===== src/verilog/capture_pkg.sv =====
// Package: register map, field layout and types for the input capture unit
package capture_pkg;
  // =====================================================================
  // Register offsets (byte addresses on APB)
  localparam logic [11:0] ADDR_CONTROL = 12'h000;
  localparam logic [11:0] ADDR_BUFFER = 12'h004;
  localparam logic [11:0] ADDR_PIN_MAP = 12'h008;
  localparam logic [11:0] ADDR_STATUS = 12'h00C;
  localparam logic [11:0] ADDR_MASK = 12'h010;
  localparam logic [11:0] ADDR_POWER = 12'h014;

  // =====================================================================
  // Control register field positions
  localparam int IDLE_STOP_BIT = 13;
  localparam int TIMEBASE_BIT = 7;
  localparam int CPI_HI = 6;
  localparam int CPI_LO = 5;
  localparam int OVERRUN_BIT = 4;
  localparam int NOT_EMPTY_BIT = 3;
  localparam int MODE_HI = 2;
  localparam int MODE_LO = 0;
  localparam logic [15:0] CONTROL_WRITE_MASK = 16'h20E7;
  localparam logic [15:0] CONTROL_RESET = 16'h0000;

  // Status/mask bit positions
  localparam int EV_CAPTURE = 0;
  localparam int EV_OVERRUN = 1;
  localparam int EV_WAKE = 2;
  localparam int EV_COUNT = 3;

  // Power state bits
  localparam int POWER_IDLE_BIT = 0;
  localparam int POWER_SLEEP_BIT = 1;

  // Counter constants
  localparam logic [3:0] PRESCALE_4_LAST = 4'h3;
  localparam logic [3:0] PRESCALE_16_LAST = 4'hF;
  localparam int PIN_SEL_W = 5;

  // =====================================================================
  // Capture modes
  typedef enum logic [2:0] {
    MODE_OFF = 3'h0,
    MODE_EVERY_EDGE = 3'h1,
    MODE_FALLING = 3'h2,
    MODE_RISING = 3'h3,
    MODE_RISE_4 = 3'h4,
    MODE_RISE_16 = 3'h5,
    MODE_UNUSED = 3'h6,
    MODE_WAKE = 3'h7
  } mode_e;

  // Control fields as carried inside the block
  typedef struct packed {
    logic idle_stop_select;
    logic timebase_select;
    logic [1:0] captures_per_interrupt;
    mode_e capture_mode_select;
  } control_s;

  // Edge detector outputs
  typedef struct packed {
    logic rise;
    logic fall;
  } edges_s;
endpackage : capture_pkg


===== src/verilog/input_capture_unit.sv =====
// Input capture unit: edge timestamping into a FIFO, APB registers, interrupt
`timescale 1ns/100ps

// Overview of operation
// - Idle-stop bit halts capture during CPU idle; mode 111 wake still works
// - Timebase bit picks timer two, else three
// - Captures-per-interrupt field sets interrupt frequency
// - Read-only overflow flag, hardware-set and cleared
// - Read-only buffer not-empty bit tracks FIFO
// - Mode 111: rising-edge wake interrupt in sleep/idle
// - Modes 000 and 110 disable the channel
// - Modes 101/100 capture every 16th/4th rise
// - Modes 011/010 capture rising/falling edges
// - Mode 001 captures both edges, interrupt each
// - Unimplemented control bits read zero, reset zero
// - Five-bit pin number selects the input pin
module input_capture_unit
  import capture_pkg::*;
#(
  parameter int PIN_COUNT = 26,
  parameter int FIFO_DEPTH = 4,
  parameter int TIMER_W = 16
) (
  input wire logic pclk,
  input wire logic presetn,
  input wire logic psel,
  input wire logic penable,
  input wire logic pwrite,
  input wire logic [11:0] paddr,
  input wire logic [31:0] pwdata,
  output logic [31:0] prdata,
  output logic pready,
  output logic pslverr,
  input wire logic [PIN_COUNT-1:0] remappable_pin,
  input wire logic [TIMER_W-1:0] timer_two_count,
  input wire logic [TIMER_W-1:0] timer_three_count,
  output logic irq
);

  localparam int PTR_W = $clog2(FIFO_DEPTH);
  localparam int CNT_W = $clog2(FIFO_DEPTH + 1);

  // =====================================================================
  // Registers
  control_s ctrl;
  logic [PIN_SEL_W-1:0] pin_select;
  logic [EV_COUNT-1:0] status;
  logic [EV_COUNT-1:0] mask;
  logic cpu_idle;
  logic cpu_sleep;
  logic overrun;
  logic [TIMER_W-1:0] fifo_mem [FIFO_DEPTH];
  logic [PTR_W-1:0] wr_ptr;
  logic [PTR_W-1:0] rd_ptr;
  logic [CNT_W-1:0] fill;
  logic [3:0] prescale;
  logic [1:0] cpi_count;
  logic [PIN_COUNT-1:0] pin_meta;
  logic [PIN_COUNT-1:0] pin_sync;
  logic in_prev;
  logic in_now;

  // APB decode: zero-wait slave, every access completes in its access phase
  logic wr_en;
  logic rd_en;
  logic buf_read;
  logic pop_armed;
  assign wr_en = psel & penable & pwrite;
  assign rd_en = psel & penable & ~pwrite;
  assign buf_read = rd_en & pop_armed & (paddr == ADDR_BUFFER);

  // Pop only what the setup cycle returned: a capture that lands at the setup
  // edge of a read from an empty buffer would otherwise be popped unseen
  always_ff @(posedge pclk or negedge presetn) begin
    if (!presetn) begin
      pop_armed <= 1'b0;
    end else begin
      pop_armed <= psel & ~penable & ~pwrite & (paddr == ADDR_BUFFER) & (fill != '0);
    end
  end

  // =====================================================================
  // Pin synchroniser: two flops on every remappable pin before the mux
  // Synchronising all pins, not just the chosen one, keeps remapping clean
  always_ff @(posedge pclk or negedge presetn) begin
    if (!presetn) begin
      pin_meta <= '0;
      pin_sync <= '0;
    end else begin
      pin_meta <= remappable_pin;
      pin_sync <= pin_meta;
    end
  end

  // Selected pin; out-of-range numbers read as low
  // Remapping while a capture mode runs can show one false edge
  always_comb begin
    in_now = 1'b0;
    if (32'(pin_select) < PIN_COUNT) begin
      in_now = pin_sync[pin_select];
    end
  end

  always_ff @(posedge pclk or negedge presetn) begin
    if (!presetn) begin
      in_prev <= 1'b0;
    end else begin
      in_prev <= in_now;
    end
  end

  // Edge pulses last one cycle; in_prev resets low to match an idle pin
  edges_s edge_seen;
  assign edge_seen.rise = in_now & ~in_prev;
  assign edge_seen.fall = ~in_now & in_prev;

  // =====================================================================
  // Event qualification
  logic halted;
  logic capture_ev;
  logic wake_ev;
  logic prescale_hit;
  logic [3:0] prescale_last;

  // Halting in idle freezes capture only; the wake mode is meant for idle
  // Capture and prescaler freeze together; the FIFO stays readable
  assign halted = ctrl.idle_stop_select & cpu_idle;
  assign prescale_last = (ctrl.capture_mode_select == MODE_RISE_16) ?
                         PRESCALE_16_LAST : PRESCALE_4_LAST;
  assign prescale_hit = edge_seen.rise & (prescale == prescale_last);

  always_comb begin
    capture_ev = 1'b0;
    wake_ev = 1'b0;
    case (ctrl.capture_mode_select)
      MODE_EVERY_EDGE: capture_ev = edge_seen.rise | edge_seen.fall;
      MODE_FALLING: capture_ev = edge_seen.fall;
      MODE_RISING: capture_ev = edge_seen.rise;
      MODE_RISE_4, MODE_RISE_16: capture_ev = prescale_hit;
      MODE_WAKE: wake_ev = edge_seen.rise & (cpu_sleep | cpu_idle);
      MODE_OFF, MODE_UNUSED: capture_ev = 1'b0;
      default: capture_ev = 1'b0;
    endcase
    if (halted) begin
      capture_ev = 1'b0;
    end
  end

  // Prescaler counts rising edges; restarts whenever the mode is not prescaled
  // Edges seen while halted are not counted, so a halt pauses the division
  always_ff @(posedge pclk or negedge presetn) begin
    if (!presetn) begin
      prescale <= '0;
    end else if (ctrl.capture_mode_select != MODE_RISE_4 &&
                 ctrl.capture_mode_select != MODE_RISE_16) begin
      prescale <= '0;
    end else if (edge_seen.rise && !halted) begin
      prescale <= prescale_hit ? 4'h0 : prescale + 4'h1;
    end
  end

  // =====================================================================
  // Capture FIFO
  logic push;
  logic full;
  logic [TIMER_W-1:0] stamp;
  assign full = (32'(fill) == FIFO_DEPTH);
  assign push = capture_ev & ~full;
  assign stamp = ctrl.timebase_select ? timer_two_count : timer_three_count;

  // Storage has no reset: only entries below the fill count are ever read
  always_ff @(posedge pclk) begin
    if (push) begin
      fifo_mem[wr_ptr] <= stamp;
    end
  end

  // Pointers wrap at the depth so non-power-of-two depths work too
  always_ff @(posedge pclk or negedge presetn) begin
    if (!presetn) begin
      wr_ptr <= '0;
      rd_ptr <= '0;
      fill <= '0;
    end else begin
      if (push) begin
        wr_ptr <= (32'(wr_ptr) == FIFO_DEPTH - 1) ? '0 : wr_ptr + 1'b1;
      end
      if (buf_read) begin
        rd_ptr <= (32'(rd_ptr) == FIFO_DEPTH - 1) ? '0 : rd_ptr + 1'b1;
      end
      fill <= fill + CNT_W'(push) - CNT_W'(buf_read);
    end
  end

  // Overflow: set on a drop, cleared by hardware once the FIFO is drained.
  // A drop in the draining cycle keeps the flag set.
  // Reading the flag does not clear it; only draining the buffer does
  always_ff @(posedge pclk or negedge presetn) begin
    if (!presetn) begin
      overrun <= 1'b0;
    end else if (capture_ev && full) begin
      overrun <= 1'b1;
    end else if (buf_read && fill == CNT_W'(1)) begin
      overrun <= 1'b0;
    end
  end

  // =====================================================================
  // Captures-per-interrupt counter
  // Cleared only when the channel is turned off, so a mode change keeps a
  // partial count; software writes mode 000 first for a clean start
  logic cpi_hit;
  assign cpi_hit = capture_ev &
                   ((ctrl.capture_mode_select == MODE_EVERY_EDGE) ||
                    (cpi_count == ctrl.captures_per_interrupt));

  always_ff @(posedge pclk or negedge presetn) begin
    if (!presetn) begin
      cpi_count <= '0;
    end else if (ctrl.capture_mode_select == MODE_OFF) begin
      cpi_count <= '0;
    end else if (capture_ev) begin
      cpi_count <= cpi_hit ? 2'h0 : cpi_count + 2'h1;
    end
  end

  // =====================================================================
  // Control, pin map, mask and power-state registers
  // Only writable fields are stored; the two flags are derived from the FIFO
  always_ff @(posedge pclk or negedge presetn) begin
    if (!presetn) begin
      ctrl <= '0;
    end else if (wr_en && paddr == ADDR_CONTROL) begin
      ctrl.idle_stop_select <= pwdata[IDLE_STOP_BIT];
      ctrl.timebase_select <= pwdata[TIMEBASE_BIT];
      ctrl.captures_per_interrupt <= pwdata[CPI_HI:CPI_LO];
      ctrl.capture_mode_select <= mode_e'(pwdata[MODE_HI:MODE_LO]);
    end
  end

  // Pin number of the remappable input feeding the channel
  always_ff @(posedge pclk or negedge presetn) begin
    if (!presetn) begin
      pin_select <= '0;
    end else if (wr_en && paddr == ADDR_PIN_MAP) begin
      pin_select <= pwdata[PIN_SEL_W-1:0];
    end
  end

  // Interrupt mask, same layout as the status register
  always_ff @(posedge pclk or negedge presetn) begin
    if (!presetn) begin
      mask <= '0;
    end else if (wr_en && paddr == ADDR_MASK) begin
      mask <= pwdata[EV_COUNT-1:0];
    end
  end

  // CPU state seen by the channel; software models idle and sleep here
  always_ff @(posedge pclk or negedge presetn) begin
    if (!presetn) begin
      cpu_idle <= 1'b0;
      cpu_sleep <= 1'b0;
    end else if (wr_en && paddr == ADDR_POWER) begin
      cpu_idle <= pwdata[POWER_IDLE_BIT];
      cpu_sleep <= pwdata[POWER_SLEEP_BIT];
    end
  end

  // Sticky status: write one to clear, a new event wins over the clear
  logic [EV_COUNT-1:0] ev_set;
  logic [EV_COUNT-1:0] ev_clr;
  assign ev_set = {wake_ev, capture_ev & full, cpi_hit};
  assign ev_clr = (wr_en && paddr == ADDR_STATUS) ? pwdata[EV_COUNT-1:0] : '0;

  always_ff @(posedge pclk or negedge presetn) begin
    if (!presetn) begin
      status <= '0;
    end else begin
      status <= (status & ~ev_clr) | ev_set;
    end
  end

  // Interrupt follows the next status value, so it rises with its status bit
  always_ff @(posedge pclk or negedge presetn) begin
    if (!presetn) begin
      irq <= 1'b0;
    end else begin
      irq <= |(((status & ~ev_clr) | ev_set) & mask);
    end
  end

  // =====================================================================
  // APB read path; read data registered in the setup cycle
  logic [31:0] next_prdata;
  logic [15:0] ctrl_view;
  logic mapped;

  // Control view: stored fields, hardware flags, zeros in unimplemented bits
  always_comb begin
    ctrl_view = CONTROL_RESET;
    ctrl_view[IDLE_STOP_BIT] = ctrl.idle_stop_select;
    ctrl_view[TIMEBASE_BIT] = ctrl.timebase_select;
    ctrl_view[CPI_HI:CPI_LO] = ctrl.captures_per_interrupt;
    ctrl_view[OVERRUN_BIT] = overrun;
    ctrl_view[NOT_EMPTY_BIT] = (fill != '0);
    ctrl_view[MODE_HI:MODE_LO] = ctrl.capture_mode_select;
  end

  // Read mux; unmapped or unaligned addresses answer zero with an error
  always_comb begin
    next_prdata = '0;
    mapped = 1'b1;
    case (paddr)
      ADDR_CONTROL: next_prdata = {16'h0000, ctrl_view};
      ADDR_BUFFER: next_prdata = (fill != '0) ? 32'(fifo_mem[rd_ptr]) : '0;
      ADDR_PIN_MAP: next_prdata = 32'(pin_select);
      ADDR_STATUS: next_prdata = 32'(status);
      ADDR_MASK: next_prdata = 32'(mask);
      ADDR_POWER: next_prdata = 32'({cpu_sleep, cpu_idle});
      default: mapped = 1'b0;
    endcase
  end

  // Setup cycle loads read data and error; the access phase then completes
  // Write transfers return zero data; pready stands for one cycle only
  always_ff @(posedge pclk or negedge presetn) begin
    if (!presetn) begin
      prdata <= '0;
      pslverr <= 1'b0;
      pready <= 1'b0;
    end else if (psel && !penable) begin
      prdata <= pwrite ? 32'h0000_0000 : next_prdata;
      pslverr <= ~mapped;
      pready <= 1'b1;
    end else begin
      pready <= 1'b0;
      pslverr <= 1'b0;
    end
  end

endmodule : input_capture_unit


===== config.mk =====
export PLATFORM = sky130hd
export DESIGN_NAME = input_capture_unit
export DESIGN_NICKNAME = d
export VERILOG_FILES = /design/src/verilog/capture_pkg.sv /design/src/verilog/input_capture_unit.sv
export SDC_FILE = /design/constraint.sdc
export NUM_CORES = 1
export LEC_CHECK = 0
export ABC_AREA = 1
export BUFFER_PORTS_ARGS = -buffer_cell sky130_fd_sc_hd__buf_2
export CAP_MARGIN = 20
export CORE_MARGIN = 3
export CORE_UTILIZATION = 52
export CTS_BUF_LIST = sky130_fd_sc_hd__clkbuf_8
export CTS_CLUSTER_SIZE = 25
export DETAILED_ROUTE_END_ITERATION = 12
export GPL_TIMING_DRIVEN = 0
export PLACE_DENSITY_LB_ADDON = 0.3
export REMOVE_ABC_BUFFERS = 1
export SKIP_LAST_GASP = 1
export SLEW_MARGIN = 20
export SYNTH_ARGS = -nofsm -noshare
export SYNTH_HDL_FRONTEND = slang
export SYNTH_SLANG_ARGS = --single-unit

===== constraint.sdc =====
create_clock -name pclk -period 3.15 [get_ports pclk]
set_input_delay 0.63 -clock pclk [delete_from_list [all_inputs] [get_ports pclk]]
set_output_delay 0.63 -clock pclk [all_outputs]
set_load 0.05 [all_outputs]

==> results of run 1 <==
[metrics by stage]
stage	hold WS [ns]	area [sq um]
global route	0.02088	8553
detailed placement	0.3347	7919
finish	0.03351	8553
floorplan	0.3312	7084
CTS	0.01891	8463
global placement	0.3331	7815
[worst max-delay path by stage]
stage / start / end
2_1_floorplan: pin_select[0] / fill[2]
5_1_grt: pin_select[0] / fill[2]
3_3_place_gp: pin_select[0] / fifo_mem[1][15]
4_1_cts: pin_select[0] / fill[2]
6_report: pin_select[0] / fill[2]
3_5_place_dp: pin_select[0] / fill[2]
[flip-flops by register name, summed over array words and instances (netlist names), 2 cells and up]
signal / count
fifo_mem: 64
mask: 3
prescale: 4
pin_sync: 26
cpi_count: 2
wr_ptr: 2
rd_ptr: 2
pin_select: 5
prdata: 16
pin_meta: 26
fill: 3
ctrl: 7
status: 3
[cell usage after synthesis, types with 2 or more instances]
library cell / instances
sky130_fd_sc_hd__o211ai_1: 4
sky130_fd_sc_hd__nor2_2: 2
sky130_fd_sc_hd__o22ai_1: 2
sky130_fd_sc_hd__clkbuf_1: 8
sky130_fd_sc_hd__nor3_1: 2
sky130_fd_sc_hd__buf_4: 17
sky130_fd_sc_hd__xor2_1: 6
sky130_fd_sc_hd__inv_1: 49
sky130_fd_sc_hd__edfxtp_1: 64
sky130_fd_sc_hd__ha_1: 10
sky130_fd_sc_hd__a32o_1: 10
sky130_fd_sc_hd__mux2_4: 4
sky130_fd_sc_hd__o21ai_1: 3
sky130_fd_sc_hd__o31ai_1: 2
sky130_fd_sc_hd__buf_2: 10
sky130_fd_sc_hd__a21oi_1: 19
sky130_fd_sc_hd__mux2_2: 18
sky130_fd_sc_hd__nor2_4: 5
sky130_fd_sc_hd__inv_2: 3
sky130_fd_sc_hd__o21a_1: 2
sky130_fd_sc_hd__nand3_1: 48
sky130_fd_sc_hd__dfrtp_1: 107
sky130_fd_sc_hd__o21ai_0: 41
sky130_fd_sc_hd__nand3_2: 3
sky130_fd_sc_hd__nor2_1: 45
sky130_fd_sc_hd__nand4_1: 6
sky130_fd_sc_hd__nand2_1: 146
[logic make-up (layout without fill, tap and decap cells)]
logic type	count (synthesis)	after routing	synth area share
flops	171	171	0.6342
simple gates	266	266	0.1670
compound gates	89	89	0.07453
fa+ha+maj	11	11	0.02001
buf+inv	90	205	0.05901
xor+xnor	7	7	0.008454
other cells	1	16	0.0005171
mux	22	22	0.03623
[per-layer routing]
metal  wire length, um  vias up  part of all wire
li1                  -     2418                 -
met1              6311     2444              0.41
met2              7573      173              0.50
met3              1048       22             0.069
met4               281        0             0.018
met5                 0        -                 0
[worst reg2reg max path: stages (launching register included)]
cell and delay (ns):
sky130_fd_sc_hd__dfrtp_2 0.49, sky130_fd_sc_hd__clkinvlp_4 0.21, sky130_fd_sc_hd__nor2_1 0.13, sky130_fd_sc_hd__nor2_1 0.05
sky130_fd_sc_hd__o31ai_1 0.23, sky130_fd_sc_hd__nand3_1 0.12, sky130_fd_sc_hd__nand2_2 0.12, sky130_fd_sc_hd__buf_6 0.11
sky130_fd_sc_hd__ha_4 0.11, sky130_fd_sc_hd__nand3_2 0.06, sky130_fd_sc_hd__nand2_2 0.10, sky130_fd_sc_hd__o21ai_4 0.08
sky130_fd_sc_hd__a21boi_4 0.21, sky130_fd_sc_hd__nand2_4 0.08, sky130_fd_sc_hd__ha_4 0.27, sky130_fd_sc_hd__inv_2 0.04
sky130_fd_sc_hd__ha_4 0.14, sky130_fd_sc_hd__fa_2 0.33, sky130_fd_sc_hd__xor2_1 0.16
[what timing repair did]
item,CTS,global route
gates resized for setup,22,9
setup buffers,6,6
pin swaps,13,13
hold buffers,0,0
cloned,2,0
setup endpoints to repair,67,50
[report_power, final]
group,total [mW],internal [mW],switching [mW],leakage [nW]
Clock,1.52,0.750,0.770,0.200
Sequential,2.37,2.35,0.0172,1.90
Combinational,0.216,0.0717,0.144,1.79
[cell type report]
| cell class | instances | area share |
|---|---|---|
| Clock buffer | 19 | 0.03057 |
| Clock inverter | 12 | 0.01609 |
| Inverter | 53 | 0.02428 |
| Multi-Input combinational cell | 411 | 0.2812 |
| Sequential cell | 171 | 0.5382 |
| Tap cell | 176 | 0.02575 |
| Timing Repair Buffer | 120 | 0.08309 |
| Timing Repair inverter | 1 | 0.0008777 |
==> metrics, run 1 <==
highest net fanout along the worst path=7; DRC viols=0; quantity of I/O buffers inserted on ports=102; most crowded layer after global routing=met2; critical path depth=18; Die Footprint=15400 sq um; clock transition at the registers of the reported paths=0.09 ns; number of clock sinks=171; Longest Clk Path Bufs=2; Tot Pwr=4.102 mW; number of failing setup endpoints in the final timing report=0; global-route wire length before repair=24.20 mm; depth of the CTS H-tree=4; fraction of synthesis flops using an asynchronous set or reset pin=0.6257; Total Nets Final=893; skew final=0.01141 ns; final core utilization=0.6358; fraction of layout cells with a size suffix above 1=0.2745; TritonCTS buffer count=17; CP max stage cell=sky130_fd_sc_hd__dfrtp_2; setup total negative slack=0 ns; EDFF count, synth=64; maximum single-stage delay on the critical path=0.49 ns; worst hold-check path type=primary input to asynchronous set/reset pin; Hold Violations, Final=0; count of buffer and inverter cells on the critical path=3; vias per std cell=5.251; fill cell instance count of the final layout=1050; Std-Cell Core Area=13450 sq um; fin. max-slew vios=0; average wire per standard cell=15.80 um; top flip-flop cell by instance count after synthesis=sky130_fd_sc_hd__dfrtp_1; routability-driven placement congestion ratio=0.8523; outcome=finished, final reports clean; total congestion overflow after global routing=0; VDD IR-drop max=347.1 uV; type of the worst setup path=flip-flop to flip-flop; Avg Inst Size Synth=11.04 sq um; timing-limited maximum frequency=0.3177 GHz; cell total after placement=918; Synth area leaders=sky130_fd_sc_hd__dfrtp_1 (37%), sky130_fd_sc_hd__edfxtp_1 (27%), sky130_fd_sc_hd__nand2_1 (7.6%), sky130_fd_sc_hd__nand3_1 (3.3%), sky130_fd_sc_hd__o21ai_0 (2.8%); synthesized instance count=657; largest area contributor in the synthesized netlist=sky130_fd_sc_hd__dfrtp_1; Worst Reg2Reg Path Length in Cells=18; placed wire-length estimate=10.23 mm; area share of the largest cell type after synthesis=0.3692; row cnt=42; number of routed nets with antenna violations=0; final worst path period share=0.9991; required time reported for the critical path endpoint=3.48 ns; setup slack after placement=-0.7118 ns; worst path setup slack after routing=0.002702 ns; WP data arrival=3.48 ns; source of the worst register-to-register timing path=pin_select[0]; most common library cell in the layout ignoring fill and taps=sky130_fd_sc_hd__nand2_1; Initial Util=0.5391; post-synth cell types=48; fraction of the yosys area taken by sequential cells=0.6342; most used cells in the layout excluding fill and tap cells=sky130_fd_sc_hd__nand2_1 (144), sky130_fd_sc_hd__dfrtp_1 (104), sky130_fd_sc_hd__buf_2 (102); CP most frequent cell=sky130_fd_sc_hd__ha_4; Tmin final=3.147 ns; RSZ-0062 raised after global routing=yes; global-route usage over all layers=0.2068; x dimension of the die=124.1 um; violation count after the first detailed-route iteration=266; clock latency of the later-clocked register in the worst-skew pair=0.45 ns; clock tree from TritonCTS=built; gate family responsible for the most delay along the worst path=adder cells; number of warnings reported in the yosys synthesis log=0; die height=124.1 um; fin cells=963; number of antenna violations at the first check in global routing=0; area taken by flip-flops and latches=4603 sq um; footprint of the multi-input gates=2405 sq um; boundary pin count=142; Worst setup EP type=flip-flop; Detailed Routing Iterations Pass 1=5; worst relative slew slack=0.3196; number of maximum-capacitance constraint violations=0; met2 demand-to-capacity share in global routing=0.3338; launching element type of the critical path=flip-flop; diode insertion count for antenna repair=0; terminus of the critical flop-to-flop path=fill[2]; drt total wl=15.21 mm; largest net degree at the start of global routing=84; clock root buffer=sky130_fd_sc_hd__clkbuf_8; setup slack of the most critical reg-to-reg path=0.003 ns; post-synthesis instance area=7252 sq um; cell-by-cell trace of the critical path=clkinvlp_4 > nor2_1 > nor2_1 > o31ai_1 > nand3_1 > nand2_2 > buf_6 > ha_4 > nand3_2 > nand2_2 > o21ai_4 > a21boi_4 > nand2_4 > ha_4 > inv_2 > ha_4 > fa_2 > xor2_1; number of global-route vias before repair=5020; Global Route met3 Usage=0.05450; Power Density=479.6 nW/um^2; measured slew at the worst slew-check pin=1.019 ns; total of flip-flops plus latches after synthesis=171; global routing usage on met1=0.2716; Leak=3.888 nW; growth of design area from synthesis to finish=17.94%; number of vias in the routed layout=5057
Power figures use the tool's default switching activity.
==> run 2, diff against run 1 <==
--- a/config.mk
+++ b/config.mk
@@ -8,7 +8,7 @@
 export ABC_AREA = 1
 export BUFFER_PORTS_ARGS = -buffer_cell sky130_fd_sc_hd__buf_2
 export CAP_MARGIN = 20
-export CORE_MARGIN = 3
+export CORE_MARGIN = 2
 export CORE_UTILIZATION = 52
 export CTS_BUF_LIST = sky130_fd_sc_hd__clkbuf_8
 export CTS_CLUSTER_SIZE = 25
@@ -16,7 +16,6 @@
 export GPL_TIMING_DRIVEN = 0
 export PLACE_DENSITY_LB_ADDON = 0.3
 export REMOVE_ABC_BUFFERS = 1
-export SKIP_LAST_GASP = 1
 export SLEW_MARGIN = 20
 export SYNTH_ARGS = -nofsm -noshare
 export SYNTH_HDL_FRONTEND = slang
==> metrics, run 2 (synthesis gave the netlist of run 1 again) <==
worst hold-check path type=primary input to asynchronous set/reset pin; gate family responsible for the most delay along the worst path=adder cells; cell-by-cell trace of the critical path=clkinvlp_4 > nand2_1 > a21oi_1 > o31ai_1 > nand3_1 > nand2_2 > inv_2 > ha_4 > nor2_4 > o21ai_4 > a21boi_2 > nand2_4 > ha_4 > inv_2 > ha_4 > fa_2 > xor2_1; dpl cell area=7913 sq um (about the same); boundary pin count=142 (unchanged); diode insertion count for antenna repair=0 (unchanged); depth of the CTS H-tree=4 (unchanged); Clk pwr share=0.373 (+0.002); DRC viols=0 (unchanged); Power Density=480.4 nW/um^2 (+0.16%); cell internal power dissipation=3.140 mW (-0.96%); drt total wl=14.83 mm (-2.5%); area of all placed cells without fillers=8572 sq um (+0.22%); Detailed Routing Iterations Pass 1=5 (unchanged); x dimension of the die=122.1 um (-1.6%); source of the critical timing path=pin_select[0]; measured slew at the worst slew-check pin=0.9610 ns (-0.05847 ns); worst path setup slack after routing=-0.05138 ns (-0.05408 ns); number of maximum-capacitance constraint violations=0 (unchanged); Tmin final=3.201 ns (+0.05408 ns); maximum single-stage delay on the critical path=0.50 ns (about the same); required time reported for the critical path endpoint=3.50 ns (+0.02 ns); final worst path period share=1.016 (+0.01717); Total Nets Final=894 (+0.11%); Std-Cell Core Area=13770 sq um (+2.4%); sequential power share=0.575 (-0.002); Hold Violations, Final=0 (unchanged); growth of design area from synthesis to finish=18.20%; largest net degree at the start of global routing=83 (-1.2%); highest net fanout along the worst path=7 (unchanged); setup slack of the most critical reg-to-reg path=-0.05 ns (-0.05 ns); vias per std cell=5.213 (-0.74%); Initial Util=0.5265 (-0.01254); Net Switching=0.9775 mW (+4.9%); VDD IR-drop max=444.5 uV (+28%); type of the worst setup path=flip-flop to flip-flop; number of routed nets with antenna violations=0 (unchanged); most used cells in the layout excluding fill and tap cells=sky130_fd_sc_hd__nand2_1 (144), sky130_fd_sc_hd__dfrtp_1 (104), sky130_fd_sc_hd__buf_2 (101); Leak=3.895 nW (+0.17%); count of hold buffers inserted by post-cts repair=0 (unchanged); most common library cell in the layout ignoring fill and taps=sky130_fd_sc_hd__nand2_1; fill cell instance count of the final layout=1103 (+5.0%); Worst setup EP type=flip-flop; WP data arrival=3.55 ns (+0.07 ns); violation count after the first detailed-route iteration=339 (+27%); most flop-heavy register=fifo_mem; Tot Pwr=4.118 mW (+0.38%); number of failing setup endpoints in the final timing report=2 (+2); Die Footprint=14910 sq um (-3.2%); number of vias in the routed layout=5051 (-0.12%); launching element type of the critical path=flip-flop; switching share of total power=0.2374 (+0.01031); RSZ-0062 raised after global routing=yes; source of the worst register-to-register timing path=pin_select[0]; clock root buffer=sky130_fd_sc_hd__clkbuf_8; CP most frequent cell=sky130_fd_sc_hd__ha_4; number of global-route vias before repair=4918 (-2.0%); total congestion overflow after global routing=0 (unchanged); global-route wire length before repair=23.76 mm (-1.8%); combinational cell fraction of total power=0.052 (about the same); global-route usage over all layers=0.2126 (+0.005770); count of buffer and inverter cells on the critical path=3 (unchanged); number of clock sinks=171 (unchanged); number of antenna violations at the first check in global routing=0 (unchanged); Longest Clk Path Bufs=2 (unchanged); average wire per standard cell=15.30 um (-3.1%); violations in the final reports=setup timing; timing-limited maximum frequency=0.3124 GHz (-1.7%); skew final=0.01498 ns (+0.003566 ns); worst relative slew slack=0.3586 (+0.03902); clock transition at the registers of the reported paths=0.10 ns (about the same); max FFs per register=64 (unchanged); clock tree from TritonCTS=built; quantity of I/O buffers inserted on ports=102 (unchanged); fin. max-slew vios=0 (unchanged); row cnt=43 (+2.4%); TritonCTS buffer count=17 (unchanged); top flop regs=fifo_mem (64), pin_meta (26), pin_sync (26); routability-driven placement congestion ratio=0.8955 (+5.1%); clock latency of the later-clocked register in the worst-skew pair=0.47 ns (+0.02 ns); fraction of layout cells with a size suffix above 1=0.2763 (+0.001839); placed wire-length estimate=10.08 mm (-1.4%); outcome=finished with violations; CP max stage cell=sky130_fd_sc_hd__dfrtp_2; die height=122.1 um (-1.6%)
## run 2: changes by cell type in the layout (fill, tap and decap cells not counted), moves of 2 or more
cell	delta
sky130_fd_sc_hd__buf_4	+2
sky130_fd_sc_hd__buf_8	-2
sky130_fd_sc_hd__clkbuf_8	-2
sky130_fd_sc_hd__clkinvlp_4	-2
sky130_fd_sc_hd__inv_6	+5
sky130_fd_sc_hd__o21ai_0	-4
sky130_fd_sc_hd__o21ai_1	+4
## run 2: final timing paths
kind                                     end  cells after the start
worst max-delay path                 fill[2]                     17
worst min-delay path               prdata[5]                      1
worst max register to register       fill[2]                     17
worst min register to register   pin_sync[3]                      0
max in group asynchronous       pin_meta[16]                      2
min in group pclk                pin_meta[2]                      1
## run 2: metrics by stage
| stage | worst slack [ns] | TNS (ns) | hold slack, ns | utilization | std cells |
|---|---|---|---|---|---|
| final | -0.05138 | -0.05749 | 0.01719 | 0.6224 | 969 |
| after global routing | -0.1488 | -0.2814 | 0.01908 | 0.6224 | 969 |
| after CTS | -0.02533 | -0.02533 | 0.005537 | 0.6164 | 965 |
| after detailed placement | -0.6866 | -18.42 | 0.3347 | 0.5745 | 922 |
| after global placement | -1.049 | -67.40 | 0.3346 | 0.5678 | 917 |
| after floorplan | -0.1156 | -5.599 | 0.3312 | - | 635 |
## run 2: area by class of cell
class | count | area [sq um] | share of cell area
flip-flops and latches | 171 | 4603 | 0.5370
multi-input cells | 411 | 2404 | 0.2804
repair buffers | 121 | 729.5 | 0.08510
clock buffers | 17 | 234.0 | 0.02730
well taps | 180 | 225.2 | 0.02627
inverters | 53 | 207.7 | 0.02423
clock inverters | 15 | 161.4 | 0.01883
repair inverters | 1 | 7.507 | 0.0008758
## run 2: what timing repair did
| item | in CTS | in global routing |
|---|---|---|
| gates resized for setup | 24 | 14 |
| gates cloned | 2 | 0 |
| endpoints found under the setup margin | 67 | 54 |
| pin swaps | 16 | 12 |
| setup buffers | 9 | 4 |
## run 2: routing by layer
layer	vias up	wire, um	track usage
li1	2411	-	-
met1	2438	6364	0.2722
met2	176	7383	0.3534
met3	26	821	0.04775
met4	0	259	0.08477
met5	-	0	0
## run 2: power groups by stage
| stage | registers, mW | clock network (mW) | logic, mW |
|---|---|---|---|
| final | 2.37 | 1.54 | 0.216 |
| after global routing | 2.37 | 1.65 | 0.238 |
| after CTS | 2.37 | 1.56 | 0.216 |
| after detailed placement | 2.41 | 0 | 0.211 |
| after global placement | 2.41 | 0 | 0.198 |
| after floorplan | 2.41 | 0 | 0.100 |
==> run 3, diff against run 2 <==
--- a/config.mk
+++ b/config.mk
@@ -9,7 +9,7 @@
 export BUFFER_PORTS_ARGS = -buffer_cell sky130_fd_sc_hd__buf_2
 export CAP_MARGIN = 20
 export CORE_MARGIN = 2
-export CORE_UTILIZATION = 52
+export CORE_UTILIZATION = 57
 export CTS_BUF_LIST = sky130_fd_sc_hd__clkbuf_8
 export CTS_CLUSTER_SIZE = 25
 export DETAILED_ROUTE_END_ITERATION = 12
==> constraint.sdc (replaced) <==
create_clock -name pclk -period 3.1 [get_ports pclk]
set_input_delay 0.62 -clock pclk [delete_from_list [all_inputs] [get_ports pclk]]
set_output_delay 0.62 -clock pclk [all_outputs]
set_load 0.05 [all_outputs]
==> metrics, run 3 (synthesis gave the netlist of run 1 again) <==
most used cells in the layout excluding fill and tap cells=sky130_fd_sc_hd__nand2_1 (142), sky130_fd_sc_hd__dfrtp_1 (104), sky130_fd_sc_hd__buf_2 (101); gate family responsible for the most delay along the worst path=adder cells; global-route wire length before repair=23.45 mm (-1.3%); Initial Util=0.5794 (+0.05284); Power Density=482.3 nW/um^2 (+0.41%); highest net fanout along the worst path=8 (+1); max FFs per register=64 (unchanged); fin. max-slew vios=0 (unchanged); worst hold-check path type=primary input to asynchronous set/reset pin; violations in the final reports=setup timing; Worst Reg2Reg Path Length in Cells=19 (+2); top flop regs=fifo_mem (64), pin_meta (26), pin_sync (26); Hold Violations, Final=0 (unchanged); fin cells=960 (-0.93%); number of vias in the routed layout=5074 (+0.46%); largest net degree at the start of global routing=79 (-4.8%); vias per std cell=5.285 (+1.4%); depth of the CTS H-tree=4 (unchanged); maximum single-stage delay on the critical path=0.43 ns (-0.07 ns); number of clock sinks=171 (unchanged); outcome=finished with violations; Total Nets Final=893 (-0.11%); number of failing setup endpoints in the final timing report=2 (unchanged); required time reported for the critical path endpoint=3.44 ns (-0.06 ns); most common library cell in the layout ignoring fill and taps=sky130_fd_sc_hd__nand2_1; Leak=3.881 nW (-0.36%); Longest Clk Path Bufs=2 (unchanged); most flop-heavy register=fifo_mem; timing-limited maximum frequency=0.3171 GHz (+1.5%); total congestion overflow after global routing=0 (unchanged); row cnt=41 (-4.7%); number of global-route vias before repair=4919 (+0.020%); drt total wl=14.83 mm (about the same); number of antenna violations at the first check in global routing=0 (unchanged); clock transition at the registers of the reported paths=0.09 ns (about the same); diode insertion count for antenna repair=0 (unchanged); growth of design area from synthesis to finish=17.63%; RSZ-0062 raised after global routing=yes; source of the worst register-to-register timing path=pin_select[0]; clock tree from TritonCTS=built; terminus of the critical flop-to-flop path=fill[2]; TritonCTS buffer count=17 (unchanged); final core utilization=0.6815 (+0.05916); x dimension of the die=116.8 um (-4.3%); cell-by-cell trace of the critical path=buf_8 > buf_6 > nand2_1 > a21oi_2 > o31ai_1 > nand3_1 > nand2_2 > buf_6 > ha_1 > nand3_1 > nand2_2 > o21ai_4 > a21boi_2 > nand2_4 > ha_4 > inv_2 > ha_4 > fa_2 > xor2_1; Detailed Routing Iterations Pass 1=5 (unchanged); clock root buffer=sky130_fd_sc_hd__clkbuf_8; number of maximum-capacitance constraint violations=0 (unchanged); routability-driven placement congestion ratio=0.8961 (about the same); worst path setup slack after routing=-0.05377 ns (-0.002397 ns); count of hold buffers inserted by post-cts repair=0 (unchanged); die height=116.8 um (-4.3%); setup slack of the most critical reg-to-reg path=-0.05 ns (about the same); Worst setup EP type=flip-flop; global-route usage over all layers=0.2294 (+0.01683); skew final=0.01281 ns (-0.002169 ns); Std-Cell Core Area=12520 sq um (-9.1%); violation count after the first detailed-route iteration=443 (+31%); placed wire-length estimate=9.881 mm (-2.0%); number of routed nets with antenna violations=0 (unchanged); boundary pin count=142 (unchanged); type of the worst setup path=flip-flop to flip-flop; average wire per standard cell=15.44 um (+0.92%); fraction of layout cells with a size suffix above 1=0.2805 (+0.004158); count of buffer and inverter cells on the critical path=4 (+1); measured slew at the worst slew-check pin=0.9646 ns (+0.003651 ns); Tmin final=3.154 ns (-0.04760 ns); Tot Pwr=4.115 mW (about the same); worst relative slew slack=0.3569 (-0.001729); VDD IR-drop max=433.7 uV (-2.4%); clock latency of the later-clocked register in the worst-skew pair=0.46 ns (about the same); cell total after placement=914 (-0.87%); final worst path period share=1.017 (+0.001036); CP max stage cell=sky130_fd_sc_hd__dfrtp_2; WP data arrival=3.49 ns (-0.06 ns); Die Footprint=13640 sq um (-8.5%); launching element type of the critical path=flip-flop; quantity of I/O buffers inserted on ports=102 (unchanged); DRC viols=0 (unchanged)
run 3: repair_timing:
action	4_1_cts	5_1_grt
setup buffers	8	5
gates resized for setup	25	15
pin swaps	14	18
gates cloned	1	0
endpoints found under the setup margin	67	48
run 3: stage by stage:
step / setup WS, ns / setup TNS (ns) / cell area, sq um / hold slack (ns)
2_1_floorplan: -0.1656 / -8.899 / 7084 / 0.3244
3_3_place_gp: -1.087 / -68.96 / 7810 / 0.3345
3_5_place_dp: -0.7853 / -25.74 / 7914 / 0.3347
4_1_cts: -0.04701 / -0.04701 / 8443 / 0.03120
5_1_grt: -0.1806 / -0.3633 / 8531 / 0.04769
6_report: -0.05377 / -0.06461 / 8531 / 0.03382
run 3: worst register-to-register path, cell delays in order (launching register included):
cell	delay, ns
sky130_fd_sc_hd__dfrtp_2	0.43
sky130_fd_sc_hd__buf_8	0.14
sky130_fd_sc_hd__buf_6	0.13
sky130_fd_sc_hd__nand2_1	0.08
sky130_fd_sc_hd__a21oi_2	0.06
sky130_fd_sc_hd__o31ai_1	0.22
sky130_fd_sc_hd__nand3_1	0.11
sky130_fd_sc_hd__nand2_2	0.12
sky130_fd_sc_hd__buf_6	0.10
sky130_fd_sc_hd__ha_1	0.12
sky130_fd_sc_hd__nand3_1	0.09
sky130_fd_sc_hd__nand2_2	0.11
sky130_fd_sc_hd__o21ai_4	0.06
sky130_fd_sc_hd__a21boi_2	0.24
sky130_fd_sc_hd__nand2_4	0.08
sky130_fd_sc_hd__ha_4	0.27
sky130_fd_sc_hd__inv_2	0.04
sky130_fd_sc_hd__ha_4	0.15
sky130_fd_sc_hd__fa_2	0.33
sky130_fd_sc_hd__xor2_1	0.16
run 3: worst max path at each step:
stage | start | end | cells past startpoint
5_1_grt | pin_select[0] | fill[2] | 19
4_1_cts | pin_select[0] | fill[2] | 21
3_3_place_gp | pin_select[0] | fifo_mem[3][9] | 13
3_5_place_dp | pin_select[0] | fill[2] | 17
6_report | pin_select[0] | fill[2] | 19
2_1_floorplan | pin_select[0] | fill[2] | 17
run 3: layout make-up:
cell class | instances | area, sq um
clock inverters | 14 | 131.4
flip-flops and latches | 171 | 4603
well taps | 172 | 215.2
fillers | 932 | 3986
repair inverters | 1 | 7.507
repair buffers | 120 | 720.7
multi-input cells | 411 | 2397
clock buffers | 18 | 247.7
inverters | 53 | 207.7
run 3: metal layers:
layer  vias to the layer above  share of wire  global-route usage  wire (um)
li1                       2417              -                   -          -
met1                      2454           0.41              0.2925       6105
met2                       178           0.50              0.3796       7417
met3                        25          0.068             0.05561       1015
met4                         0          0.019             0.09725        289
met5                         -              0                   0          0
run 3: report_power, final:
group / internal [mW] / switching [mW]
clock network: 0.673 / 0.817
registers: 2.39 / 0.0175
logic: 0.0740 / 0.146
total: 3.13 / 0.981
